**config.mk**
```make
export PLATFORM = sky130hd
export DESIGN_NAME = scs_core
export DESIGN_NICKNAME = d
export VERILOG_FILES = /design/src/logic/scs_pkg.sv /design/src/logic/scs_gate.sv /design/src/logic/scs_core.sv
export VERILOG_INCLUDE_DIRS = /design/src /design/src/logic
export SDC_FILE = /design/constraint.sdc
export NUM_CORES = 1
export LEC_CHECK = 0
export BUFFER_PORTS_ARGS = -buffer_cell sky130_fd_sc_hd__buf_2
export CORE_MARGIN = 2
export CORE_UTILIZATION = 40
export DETAILED_ROUTE_END_ITERATION = 10
export PLACE_DENSITY = 0.65
export SLEW_MARGIN = 25
export SYNTH_ARGS = -nofsm -noshare
export SYNTH_HDL_FRONTEND = slang
export SYNTH_SLANG_ARGS = --single-unit
```
**constraint.sdc**
```tcl
create_clock -name i_core_clk -period 3.6 [get_ports i_core_clk]
set_input_delay 0.36 -clock i_core_clk [delete_from_list [all_inputs] [get_ports i_core_clk]]
set_output_delay 0.36 -clock i_core_clk [all_outputs]
set_load 0.005 [all_outputs]
```
**src/logic/scs_map.svh**
```systemverilog
/*
 * Constants for the clock-suspend block: command encodings, burst defaults.
 * Assumes inclusion by bare name from logic/ and tb/ files.
 */
`ifndef SCS_MAP_SVH
`define SCS_MAP_SVH

`define SCS_CMD_INHIBIT   4'hF
`define SCS_CMD_NOP       4'h7
`define SCS_CMD_READ      4'h5
`define SCS_CMD_WRITE     4'h4
`define SCS_CMD_BST       4'h6
`define SCS_BURST_DEF     9'h004
`define SCS_COL_RST       10'h000
`define SCS_DATA_RST      16'h0000

`endif

```
**src/logic/scs_pkg.sv**
```systemverilog
/*
 * Types shared by the clock-suspend block.
 * Assumes nothing beyond a SystemVerilog compiler.
 */
package scs_pkg;
    typedef enum logic [1:0] {
        SCS_IDLE,
        SCS_READ,
        SCS_WRITE,
        SCS_PDOWN
    } scs_mode_e;
endpackage : scs_pkg

```
**src/logic/scs_gate.sv**
```systemverilog
/*
 * Internal clock gate: turns registered clock enable into an advance
 * strobe for the frozen logic, and tracks suspend and power-down.
 * Assumes single clock, synchronous active-high reset.
 */
`timescale 1ns/1ps
module scs_gate (
    input  wire logic i_core_clk,
    input  wire logic i_rst,
    input  wire logic i_cke,
    input  wire logic i_busy,
    input  wire logic i_idle_cmd,
    output logic      o_adv,
    output logic      o_susp,
    output logic      o_pdown
);
    logic cke_q;
    logic pdown_q;

    // Registered enable decides the next internal edge
    always_ff @(posedge i_core_clk) begin
        if (i_rst) begin
            cke_q <= 1'b1;
        end else begin
            cke_q <= i_cke;
        end
    end

    // Power-down entry on idle with nop
    always_ff @(posedge i_core_clk) begin
        if (i_rst) begin
            pdown_q <= 1'b0;
        end else if (!i_cke && !i_busy && i_idle_cmd && !pdown_q) begin
            pdown_q <= 1'b1;
        end else if (i_cke && i_idle_cmd) begin
            pdown_q <= 1'b0;
        end
    end

    assign o_adv   = cke_q && !pdown_q;
    assign o_susp  = !cke_q && i_busy && !pdown_q;
    assign o_pdown = pdown_q;
endmodule : scs_gate

```
**src/logic/scs_core.sv**
```systemverilog
/*
 * Clock-suspend behaviour of a synchronous DRAM column path: burst
 * tracking, read data drive, command capture, gated by clock enable.
 * Assumes controller drives commands synchronous to i_core_clk.
 */
// Notes on behaviour
// - Low enable during burst enters suspend
// - Suspend freezes burst, column and read data state; write valid clears
// - Each low sample skips next internal edge
// - Commands and write data ignored when suspended
// - Read data stays driven while suspended
// - Burst counters hold while suspended
// - High enable resumes on next edge
// - Idle low enable with nop powers down
`timescale 1ns/1ps
`include "scs_map.svh"
module scs_core #(
    parameter int DQ_W  = 16,
    parameter int COL_W = 10
) (
    input  wire logic             i_core_clk,
    input  wire logic             i_rst,
    input  wire logic             i_cke,
    input  wire logic [3:0]       i_cmd,
    input  wire logic [COL_W-1:0] i_addr,
    input  wire logic [8:0]       i_burst_len,
    input  wire logic [DQ_W-1:0]  i_dq_in,
    output logic      [DQ_W-1:0]  o_dq_out,
    output logic                  o_dq_oe,
    output logic                  o_wr_valid,
    output logic      [DQ_W-1:0]  o_wr_data,
    output logic      [COL_W-1:0] o_col,
    output logic                  o_suspended,
    output logic                  o_power_down
);
    // Widths the column word function can serve
    if (DQ_W < 1 || COL_W < 1 || COL_W > 16) begin : g_bad_width
        $error("scs_core: unsupported width");
    end

    scs_pkg::scs_mode_e mode_q;
    logic [8:0]         left_q;
    logic [COL_W-1:0]   col_q;
    logic [DQ_W-1:0]    dq_q;
    logic               oe_q;
    logic [DQ_W-1:0]    wd_q;
    logic               wv_q;
    logic               adv;
    logic               busy;
    logic               idle_cmd;
    logic               cmd_rd;
    logic               cmd_wr;
    logic               wr_take;

    // Array word for read data, keyed by column
    function automatic logic [DQ_W-1:0] scs_word(input logic [COL_W-1:0] c);
        scs_word = DQ_W'(c) ^ DQ_W'(16'hA5C3);
    endfunction : scs_word

    assign busy     = (mode_q == scs_pkg::SCS_READ) || (mode_q == scs_pkg::SCS_WRITE);
    assign idle_cmd = (i_cmd == `SCS_CMD_NOP) || (i_cmd == `SCS_CMD_INHIBIT);
    assign cmd_rd   = adv && (i_cmd == `SCS_CMD_READ);
    assign cmd_wr   = adv && (i_cmd == `SCS_CMD_WRITE);
    // Last burst word is taken while left_q is 2, none once left_q is 1
    assign wr_take  = cmd_wr || (adv && mode_q == scs_pkg::SCS_WRITE && left_q > 9'h001
                      && i_cmd != `SCS_CMD_BST && !cmd_rd);

    scs_gate u_gate (
        .i_core_clk (i_core_clk),
        .i_rst      (i_rst),
        .i_cke      (i_cke),
        .i_busy     (busy),
        .i_idle_cmd (idle_cmd),
        .o_adv      (adv),
        .o_susp     (o_suspended),
        .o_pdown    (o_power_down)
    );

    // Burst mode and counters, advance only on live edges, except mode goes to SCS_PDOWN in power-down
    always_ff @(posedge i_core_clk) begin
        if (i_rst) begin
            mode_q <= scs_pkg::SCS_IDLE;
            left_q <= 9'h000;
            col_q  <= COL_W'(`SCS_COL_RST);
        end else if (o_power_down) begin
            mode_q <= scs_pkg::SCS_PDOWN;
        end else if (adv) begin
            if (cmd_rd || cmd_wr) begin
                mode_q <= cmd_rd ? scs_pkg::SCS_READ : scs_pkg::SCS_WRITE;
                left_q <= (i_burst_len == 9'h000) ? `SCS_BURST_DEF : i_burst_len;
                col_q  <= i_addr;
            end else if (i_cmd == `SCS_CMD_BST || (busy && left_q <= 9'h001)) begin
                mode_q <= scs_pkg::SCS_IDLE;
                left_q <= 9'h000;
            end else if (busy) begin
                left_q <= left_q - 9'h001;
                col_q  <= col_q + COL_W'(1);
            end else begin
                mode_q <= scs_pkg::SCS_IDLE;
            end
        end
    end

    // Read data drive, held through suspend
    always_ff @(posedge i_core_clk) begin
        if (i_rst) begin
            dq_q <= DQ_W'(`SCS_DATA_RST);
            oe_q <= 1'b0;
        end else if (adv) begin
            oe_q <= cmd_rd || (mode_q == scs_pkg::SCS_READ && left_q > 9'h001
                    && !(i_cmd == `SCS_CMD_BST) && !cmd_wr);
            dq_q <= scs_word(cmd_rd ? i_addr : col_q + COL_W'(1));
        end
    end

    // Write data capture, ignored on skipped edges
    always_ff @(posedge i_core_clk) begin
        if (i_rst) begin
            wd_q <= DQ_W'(`SCS_DATA_RST);
            wv_q <= 1'b0;
        end else begin
            wv_q <= wr_take;
            if (wr_take) begin
                wd_q <= i_dq_in;
            end
        end
    end

    assign o_dq_out   = dq_q;
    assign o_dq_oe    = oe_q;
    assign o_wr_valid = wv_q;
    assign o_wr_data  = wd_q;
    assign o_col      = col_q;
endmodule : scs_core

```
---- After elaboration in Yosys (flattened, before gate mapping) ----
Cells that the tools add are included.
word-level totals
  register bits ........................... 54
  bits in latches ......................... 0
  RAM bits ................................ 0
  memory bits (read-only) ................. 0
  input bits .............................. 42
  output and inout bits ................... 46
  logic and storage cells ................. 79
  memories ................................ 0
cells by class
  add/sub/neg operators ................... 2
  multipliers ............................. 0
  div/mod/pow operators ................... 0
  $lt $le $gt $ge ......................... 2
  equal/unequal tests ..................... 10
  shifts and indexed selects .............. 0
  muxes and demuxes ....................... 16
  bitwise operators ....................... 2
  reductions and logical operators ........ 38
operators with widths
  kind                                                                               count
  10-bit two-way mux                                                                 4
  9-bit two-way mux                                                                  4
  1-bit logical AND                                                                  17
  4-bit by 3-bit equality test with 1-bit output (second input constant)             4
  2-bit two-way mux                                                                  6
  10-bit by 1-bit adder with 10-bit output (second input constant)                   1
  9-bit by 1-bit greater-than comparator with 1-bit output (second input constant)   1
  9-bit by 1-bit less-or-equal comparator with 1-bit output (second input constant)  1
  9-bit zero test                                                                    1
  9-bit by 1-bit subtractor with 9-bit output (second input constant)                1
  5-bit inverter with 8-bit output                                                   1
  1-bit zero test                                                                    7
  1-bit logical OR                                                                   6
  2-bit nonzero test                                                                 3
  4-bit equality test (second input constant)                                        1
  4-bit by 1-bit inequality test with 1-bit output (second input constant)           1
  4-bit by 3-bit inequality test with 1-bit output (second input constant)           1
  4-bit AND reduction                                                                1
  3-bit AND reduction                                                                1
  3-bit nonzero test                                                                 1
  2-bit by 1-bit equality test with 1-bit output (second input constant)             1
  2-bit equality test (second input constant)                                        1
  1-bit two-way mux                                                                  2
  2-bit inequality test (second input constant)                                      1
  other kinds (2)                                                                    2

---- Depth between registers and ports, before layout ----
Gate-level depths: netlist of the first run.
  depth after elaboration ................. 8
  depth in mapped cells ................... 9
  gate-level depth less buffers ........... 7

---- By module ----
From an unflattened synthesis of the first run, not the netlist that was laid out.
second synthesis, totals
  cell total of the unflattened synthesis .. 338
  area total of the unflattened synthesis .. 2820.2 um^2
modules (own cells, without submodules)
  module    times used  cells an instance  area an instance (um^2)  seq. area each (um^2)
  scs_core  1           330                2728.9                   1001.0
  scs_gate  1           8                  91.3                     40.0

---- Worst setup path after synthesis of the first run ----
OpenSTA, ideal clock, no wires.
  path kind ............................... register -> register
  start point ............................. reg mode_q[0]
  end point ............................... reg col_q[8] (netlist: o_col[8])
  setup time .............................. 0.086 ns
  arrival time ............................ 2.054 ns
  data required time ...................... 3.514 ns
  slack ................................... 1.460 ns
  cell stages (with the launch flop) ...... 7
  path buffers ............................ 0
  clock period less this slack ............ 2.140 ns
  cells stage by stage .................... dfxtp_1 inv_1 ha_1 or3b_2 or4_1 xnor2_1 a211oi_1
between the ends
  longest elaborated chain between the ends .. 6
  elaborated cells on any way between the ends .. 8
  classes of those cells .................. eq/ne: 3; reduce/logical: 5
RTL lines
  item                                                                                          RTL line        text
  from (decl)                                                                                   scs_core.sv:41  scs_pkg::scs_mode_e mode_q;
  from (signal assigned)                                                                        scs_core.sv:82  mode_q <= scs_pkg::SCS_IDLE;
  from (signal assigned)                                                                        scs_core.sv:86  mode_q <= scs_pkg::SCS_PDOWN;
  from (signal assigned)                                                                        scs_core.sv:89  mode_q <= cmd_rd ? scs_pkg::SCS_READ : scs_pkg::SCS_WRITE;
  2-bit by 1-bit equality test with 1-bit output / 2-bit equality test (equally long branches)  scs_core.sv:60  assign busy = (mode_q == scs_pkg::SCS_READ) || (mode_q == scs_pkg::SCS_WRITE);
  1-bit logical OR *                                                                            scs_core.sv:60
  1-bit logical AND                                                                             scs_core.sv:92  end else if (i_cmd == `SCS_CMD_BST || (busy && left_q <= 9'h001)) begin
  1-bit logical OR                                                                              scs_core.sv:92
  2-bit inequality test (no line)                                                               n/a
  4-bit AND reduction (no line) *                                                               n/a
  to (signal assigned)                                                                          scs_core.sv:84  col_q <= COL_W'(`SCS_COL_RST);
  to (signal assigned)                                                                          scs_core.sv:91  col_q <= i_addr;
  to (signal assigned)                                                                          scs_core.sv:97  col_q <= col_q + COL_W'(1);
  to (decl)                                                                                     scs_core.sv:43  logic [COL_W-1:0] col_q;
Every way passes the cells marked *; elsewhere a longest branch is shown, timed or not.
A chain may end at the register's enable or synchronous reset.

---- Worst setup path in the final report of the first run ----
Ends and elaborated chain as after synthesis.

==> results.md, run 1 <==
Timing:
- The total setup violations reported at the end of the flow is 0.
- The worst path uses 64.5% of the clock period.
- The final-report max-slew violation count is 0.
- The tightest slew margin relative to the limit is 48.6%.
- The post-layout worst setup margin is 1280 ps.
- For this run, the top clock speed supported by timing is 431 MHz.
- The actual transition at the worst max-transition pin is 769 ps.
- Hold timing on the final database bottoms out at a slack of 241 ps.
- The sum of negative setup slack is 0 ps.
- Setup repair after global routing left no endpoint under its margin.
- The final count of hold timing violations is 0.
- Across the routed clock network, the largest skew measured is 8.41 ps.
- Subtracting the final worst setup slack from the clock period gives 2320 ps.

Finish:
- The number of inserted diodes is 0.
- The area added between synthesis and finish is 18.6%.
- In the layout the commonest cells are sky130_fd_sc_hd__buf_2, sky130_fd_sc_hd__dfxtp_1, sky130_fd_sc_hd__nor2_1, sky130_fd_sc_hd__nand2_1, sky130_fd_sc_hd__mux2i_1.
- The utilization after layout is 48.2%.
- The fraction of final layout cells with drive strength greater than 1 is 27.7%.
- The number of nets at the end of the flow is 432.
- The most frequent standard cell in the layout excluding fill and tap cells is sky130_fd_sc_hd__buf_2.
- The area of all placed cells without fillers is 0.00322 mm2.
- For this run, the number of standard cells in the final layout without fillers is 466.

Route:
- The first detailed-routing pass ran for 4 iterations.
- The detailed router's first-iteration violation count is 152.
- The wire length per cell is 14.3 um.
- The aggregate routed wire length is 6.66 mm.
- Summing over every cut layer, the via total after detailed routing is 2483.
- The post-detailed-route via-to-cell ratio is 5.33.
- The detail route stage leaves a number of antenna-violating nets equal to 0.
- The number of remaining DRC errors is 0.

Power and ir drop:
- Overall power consumption after layout is estimated at 1.98 mW.
- The share of total power dissipated in the clock network is 17.0%.
- Per report_power, the sequential group accounts for 39.6% of the total.
- The combinational group share of total power is 43.4%.
- For this design the static power due to leakage is 1.38 nW.
- Cell internal power was estimated by the tool at 1.20 mW.
- Power spread over the standard cell area amounts to 614 mW/mm2.
- Summed over all nets, the switching power comes to 779 uW.
- Net switching is 39.4% of the power.
- IR analysis of the VDD net gives a maximum drop of 0.000219 V.

Global route:
- The number of antenna violations at the first check in global routing is 0.
- The first global-routing pass estimated 10.7 mm of wire.
- Entering global routing, the biggest net connects 39 pins.
- The via count of the first global-routing pass was 2208.
- Global routing finished with a remaining overflow of 0.
- In the global route stage, overall resource usage came out at 17.9%.

Synthesis:
- Counting every instance in the synthesized netlist gives 316.
- The summed instance area of the synthesized netlist is 0.00271 mm2.
- Among all flip-flop cells after synthesis, the most frequent one is sky130_fd_sc_hd__dfxtp_1.
- In this run the biggest area consumer among cell types represents 38.4% of the synthesized area.
- The count of flip-flops with a built-in enable after synthesis is 0.
- The sequential cell area fraction in the yosys report is 38.4%.
- By area the synthesized netlist is led by sky130_fd_sc_hd__dfxtp_1, sky130_fd_sc_hd__mux2i_1, sky130_fd_sc_hd__nor2_1, sky130_fd_sc_hd__a211oi_1, sky130_fd_sc_hd__xor2_1.
- Summed over all instances, the cell type with the most area after synthesis is sky130_fd_sc_hd__dfxtp_1.
- In this run the mean area of a mapped cell was 8.59 um2.
- The netlist uses 58 different library cells.
- The share of synthesized flip-flops with an asynchronous set or reset is 0%.
- The flip-flop and latch count after synthesis is 52.
- During synthesis, Yosys emitted a total of 0 warnings.

Setup path:
- The register-to-register setup slack is 1280 ps.
- The startpoint identified for the worst register-to-register timing path is mode_q[0]$_SDFFE_PP0P_.
- For this design, the slowest cell found on the critical path is sky130_fd_sc_hd__or3b_2.
- Along the worst path, the maximum fanout reaches 7.
- The launch point of the critical path is mode_q[0]$_SDFFE_PP0P_.
- The capture instance of the worst register-to-register path is o_col[8]$_SDFFE_PP0P_.
- For the worst flop-to-flop path, the logic depth is 6.
- The signal on the critical path passes through inv_1, ha_1, or3b_2, or4_1, xnor2_1, a211oi_1.
- STA classifies the critical path startpoint as a flop.
- The critical path is of the flop to flop type.
- For the worst setup path, the data arrival time is 2550 ps.
- At the worst endpoint, the required time is 3820 ps.
- STA classifies the critical path endpoint as a flop.
- The most critical setup path has its endpoint at o_col[8]$_SDFFE_PP0P_.
- In this design, the stage delay of the slowest critical-path cell is 560 ps.

Clocking:
- The master cell of the clock root buffer is sky130_fd_sc_hd__clkbuf_8.
- In this run, CTS created clock tree buffers numbering 5.
- The buffer count from post-CTS setup fixing is 0.
- For this design, the CTS-stage hold fixing added 0 buffers.
- The later pin in the worst-skew pair is clocked with a latency of 300 ps.
- The H-tree was split into 2 levels.
- TritonCTS built the clock tree.
- The maximum buffer depth of the clock tree is 2.
- The clock edge transition at the registers on the reported setup and hold paths is 100 ps.
- The post-cts resize count is 0.
- The sink count of the clock tree is 52.

Run:
- The number of violations of the max-capacitance limit is 0.

Floorplan:
- The horizontal die dimension is 86.4 um.
- The die span in y is 86.4 um.
- The top-level port count is 88.
- The full die area is 0.00746 mm2.
- The standard cell core area is 0.00668 mm2.
- The floorplan has 30 rows.
- The starting density of the core is 40.6%.

Worst hold path:
- The class of the worst hold path is primary input to flop.
- In this run the most critical hold path is launched from i_cke.
- The worst hold path was traced through 2 stages.

Placement:
- The minimum setup slack after placement is 1290 ps.
- Routability-driven placement finished with a final weighted congestion of 0.911.
- The number of placed instances, taps included is 458.
- The number of buffers inserted by port buffering is 84.
- The half-perimeter wire length after detailed placement is 4.79 mm.
- The total placed instance area is 0.00313 mm2.

Status:
- The run finished with clean final reports.
-- layer usage --
metal / vias to the layer above / track usage (%) / part of all wire [%]
li1: 1256 / - / -
met1: 1154 / 23.8 / 47
met2: 63 / 29.7 / 46
met3: 10 / 3.43 / 5.6
met4: 0 / 5.26 / 1.3
met5: - / 0 / 0
-- power groups by stage --
stage | clock [mW] | sequential (mW) | combinational (mW)
6_report | 0.335 | 0.783 | 0.858
3_3_place_gp | 0 | 0.792 | 0.832
3_5_place_dp | 0 | 0.794 | 0.854
5_1_grt | 0.375 | 0.802 | 0.957
4_1_cts | 0.346 | 0.782 | 0.859
2_1_floorplan | 0 | 0.779 | 0.671
-- Yosys cell counts, types with 6 or more instances --
cell type                   n
sky130_fd_sc_hd__inv_1      7
sky130_fd_sc_hd__nor2_1    45
sky130_fd_sc_hd__xnor2_1    7
sky130_fd_sc_hd__nand2_1   22
sky130_fd_sc_hd__xor2_1    10
sky130_fd_sc_hd__nand3_1    6
sky130_fd_sc_hd__mux2i_1   17
sky130_fd_sc_hd__nor3_1    13
sky130_fd_sc_hd__buf_4      7
sky130_fd_sc_hd__a21oi_1   15
sky130_fd_sc_hd__dfxtp_1   52
sky130_fd_sc_hd__clkbuf_1  15
sky130_fd_sc_hd__o21ai_0    6
sky130_fd_sc_hd__a211oi_1  13
-- cell type report --
type	instances	area [um2]
Tap cell	80	100
Clock buffer	6	72.6
Fill cell	659	3460
Sequential cell	52	1040
Inverter	7	26.3
Clock inverter	2	13.8
Timing Repair Buffer	87	443
Multi-Input combinational cell	232	1520
-- logic make-up after synthesis --
logic type / after synthesis / share of synthesized area, %
adder cells (fa/ha/maj): 5 / 2.31
AO/OA/AOI/OAI: 69 / 18.7
XOR/XNOR: 17 / 5.49
buffers and inverters: 34 / 6.32
flip-flops: 52 / 38.4
AND/OR/NAND/NOR: 121 / 22.4
multiplexers: 17 / 6.27
other: 1 / 0.138
-- state kept, by name, summed over array words and instances, names as in the netlist --
| register | flops |
|---|---|
| o_wr_data | 16 |
| u_gate.cke_q | 1 |
| o_wr_valid | 1 |
| o_dq_oe | 1 |
| o_dq_out | 11 |
| u_gate.o_pdown | 1 |
| mode_q | 2 |
| left_q | 9 |
| o_col | 10 |
-- how the worst min path moves through the flow --
| stage | to | slack (ps) |
|---|---|---|
| 2_1_floorplan | o_dq_out[5]$_SDFFE_PP0P_ | 450 |
| 3_3_place_gp | o_dq_out[0]$_SDFFE_PP0P_ | 440 |
| 3_5_place_dp | o_dq_out[4]$_SDFFE_PP0P_ | 440 |
| 4_1_cts | u_gate.o_pdown$_SDFFE_PP0P_ | 230 |
| 5_1_grt | u_gate.o_pdown$_SDFFE_PP0P_ | 230 |
| 6_report | u_gate.o_pdown$_SDFFE_PP0P_ | 240 |
-- worst max-delay path, delay by kind of cell (launching register included) --
kind                       cells  cell delay, ps
and+or+nand+nor                2            1070
adders and majority gates      1             400
DFF                            1             370
AOI/OAI and AO/OA              1             220
xor gates and xnor gates       1             140
buffers and inverters          1              50
(Power assumes the default switching activity.)
==> run 2: changes to the inputs <==
PLACE_DENSITY = 0.68   (was 0.65)
clock period = 2 ns   (was 3.6 ns; I/O delays follow)
==> run 2 against run 1 <==
- sequential cell count is the same
- cell count rose by 4.1%
- worst hold slack got worse by 150 ps
- largest power group unchanged
- first-iteration DRC count fell by 48%
- largest cell class unchanged
- total power grew 100%
- setup slack worse by 1200 ps
- register-to-register slack got worse by 1200 ps
==> results.md, run 2 (same netlist as run 1, synthesis figures left out) <==
Status:
- The run finished with clean final reports.

Power and ir drop:
- The leakage power summed over all cells was 1.52 nW (+10%).
- The part of the total power dissipated in the clock network is 19.7% (+2.7 points).
- The net switching share of the total power came to 36.4% (-3.0 points).
- The sequential power share came to 35.1% (-4.5 points).
- The combinational group share of total power is 45.3% (+1.9 points).
- The power density over the cells is 1150 mW/mm2 (+88%).
- The internal power contribution is 2.54 mW (+110%).
- The net switching power of the design is 1.45 mW (+86%).
- The peak supply drop is 0.000498 V (+130%).

Clocking:
- The H-tree depth is 2 (unchanged).
- The sink count of the clock tree is 52 (unchanged).
- The master cell of the clock root buffer is sky130_fd_sc_hd__clkbuf_8.
- The maximum buffer depth of the clock tree is 2 (unchanged).
- The number of buffers added to fix hold violations after cts came to 0 (unchanged).
- The number of buffers created by CTS was 5 (unchanged).
- The clock edge transition at the registers on the reported setup and hold paths came to 90 ps (about the same).
- The source-to-sink clock delay at the later pin of the worst-skew pair came to 300 ps (about the same).
- TritonCTS built the clock tree.
- The buffer count from post-CTS setup fixing is 0 (unchanged).

Route:
- The post-detailed-route via-to-cell ratio was 5.28 (-0.98%).
- The number of nets with antenna violations after routing is 0 (unchanged).
- The total number of vias is 2559 (+3.1%).
- The wire length per cell was 14.1 um (-1.3%).
- The aggregate routed wire length came to 6.84 mm (+2.7%).
- The number of iterations in the first detailed-routing pass came to 4 (unchanged).
- The number of remaining DRC errors is 0 (unchanged).
- The detailed router's first-iteration violation count is 79 (-48%).

Setup path:
- The data arrival time of the critical path is 2170 ps (-380 ps).
- The type of the setup path with the least slack is flop to flop.
- The critical path startpoint category is a flop.
- The required time of the critical path is 2220 ps (-1600 ps).
- The worst setup path is captured at a flop.
- The largest driver fanout on the critical path is 5 (-2).

Placement:
- The number of placed instances, taps included is 477 (+4.1%).
- The number of buffers inserted by port buffering is 84 (unchanged).
- The final weighted congestion of routability-driven global placement came to 0.856 (-6.0%).
- The total placed instance area is 0.00330 mm2 (+5.2%).
- The half-perimeter wire length after detailed placement was 5.01 mm (+4.5%).
- The minimum setup slack after placement came to -45.4 ps (-1330 ps).

Finish:
- The number of nets at the end of the flow was 451 (+4.4%).
- The number of inserted diodes is 0 (unchanged).
- The number of flip-flops under the largest register name is 16 (unchanged).
- Leaving out fill and tap cells, the most frequent cells in the layout are sky130_fd_sc_hd__buf_2, sky130_fd_sc_hd__dfxtp_1, sky130_fd_sc_hd__nor2_1, sky130_fd_sc_hd__nand2_1, sky130_fd_sc_hd__buf_4.
- The fraction of final layout cells with drive strength greater than 1 is 34.1% (+6.4 points).
- The area of the multi-input gates is 0.00157 mm2 (+3.2%).
- Leaving out fill and tap cells, the most frequent cell in the layout is sky130_fd_sc_hd__buf_2.
- The area of all sequential standard cells was 0.00104 mm2 (+0.24%).
- The total of fill cells in the finished design is 643 (-2.4%).
- From synthesis to final layout, the design area changed by 27.7%.
- The area of all placed cells without fillers is 0.00347 mm2 (+7.7%).
- The post-route non-filler standard cell count came to 485 (+4.1%).

Timing:
- The actual transition at the worst max-transition pin is 539 ps (-229 ps).
- Setup repair after global routing could not meet its margin everywhere.
- The achievable frequency is 513 MHz (+19%).
- The worst setup skew after layout is 4.92 ps (-3.49 ps).
- The final count of hold timing violations was 0 (unchanged).
- The final-report max-slew violation count is 0 (unchanged).
- The portion of the clock cycle consumed by the worst path in the final layout is 97.5% (+33 points).
- The tightest slew margin relative to the limit came to 63.7% (+15 points).
- The post-layout minimum cycle time came to 1950 ps (-372 ps).
- The total setup violations reported at the end of the flow is 0 (unchanged).
- The post-layout worst setup margin is 49.6 ps (-1230 ps).

Worst hold path:
- The class of the worst hold path is primary input to flop.

Global route:
- The number of antenna violations at the first check in global routing came to 0 (unchanged).
- The via count of the first global-routing pass is 2209 (+0.045%).
- The wire length of the first global-routing pass is 10.5 mm (-2.1%).
- The maximum number of pins on one net before global-route repair was 36 (-7.7%).
- The overflow left after global routing was 0 (unchanged).
- The overall fraction of global-route tracks in use is 17.5% (-0.41 points).

Run:
- The number of violations of the max-capacitance limit is 0 (unchanged).

Floorplan:
- The full die area is 0.00746 mm2 (unchanged).
- The die span in y is 86.4 um (unchanged).
- The site row count is 30 (unchanged).
- The top-level port count is 88 (unchanged).
- The starting density of the core is 40.6% (unchanged).
- The standard cell core area was 0.00668 mm2 (unchanged).
- The horizontal die dimension is 86.4 um (unchanged).
## run 2: cell type report
class                           instances  area share (%)
Multi-Input combinational cell        232            45.3
Sequential cell                        52            30.1
Timing Repair Buffer                  106            17.3
Tap cell                               80            2.89
Clock buffer                            7            2.78
Clock inverter                          1           0.866
Inverter                                7           0.758
## run 2: power by group through the flow
stage / Sequential, mW / Clock [mW] / Combinational, mW
finish: 1.40 / 0.784 / 1.81
floorplan: 1.41 / 0 / 1.23
global placement: 1.40 / 0 / 1.68
CTS: 1.39 / 0.807 / 1.72
detailed placement: 1.41 / 0 / 1.72
global route: 1.42 / 0.840 / 2.01
## run 2: repair_timing
item,in CTS,in global routing
cloned,0,0
pin swaps,1,1
endpoints found under the setup margin,1,10
gates resized for setup,1,12
## run 2: worst max-delay path, stage by stage, from the launching register on
cell and delay (ps):
sky130_fd_sc_hd__dfxtp_2 350, sky130_fd_sc_hd__inv_1 70, sky130_fd_sc_hd__ha_4 230, sky130_fd_sc_hd__or3b_4 390, sky130_fd_sc_hd__or4_4 500, sky130_fd_sc_hd__xnor2_2 150
sky130_fd_sc_hd__a211oi_2 180
## run 2: path summary, 6_finish.rpt
| kind | from | to | slack [ps] | depth (start not counted) |
|---|---|---|---|---|
| hold / removal | i_cke | u_gate.o_pdown$_SDFFE_PP0P_ | 90 | 2 |
| hold reg to reg | o_dq_out[9]$_SDFFE_PP0P_ | o_dq_out[9]$_SDFFE_PP0P_ | 450 | 2 |
| setup reg to reg | mode_q[0]$_SDFFE_PP0P_ | o_col[8]$_SDFFE_PP0P_ | 50 | 6 |
| setup / recovery | mode_q[0]$_SDFFE_PP0P_ | o_col[8]$_SDFFE_PP0P_ | 50 | 6 |
## run 2: layer usage
| layer | wire (um) | vias to the layer above | GRT usage, % |
|---|---|---|---|
| li1 | - | 1301 | - |
| met3 | 298 | 6 | 2.76 |
| met4 | 59 | 0 | 4.40 |
| met1 | 3110 | 1186 | 24.1 |
| met2 | 3370 | 66 | 28.7 |
| met5 | 0 | - | 0 |
## run 2: per-stage QoR
stage	power (mW)	TNS, ps	utilization, %	hold WS [ps]
4_1_cts	3.92	0	51.2	82.5
6_report	3.99	0	51.9	90.1
3_3_place_gp	3.08	0	49.3	398
2_1_floorplan	2.64	0	-	297
3_5_place_dp	3.13	-45.4	49.3	406
5_1_grt	4.27	-56.6	51.9	81.8
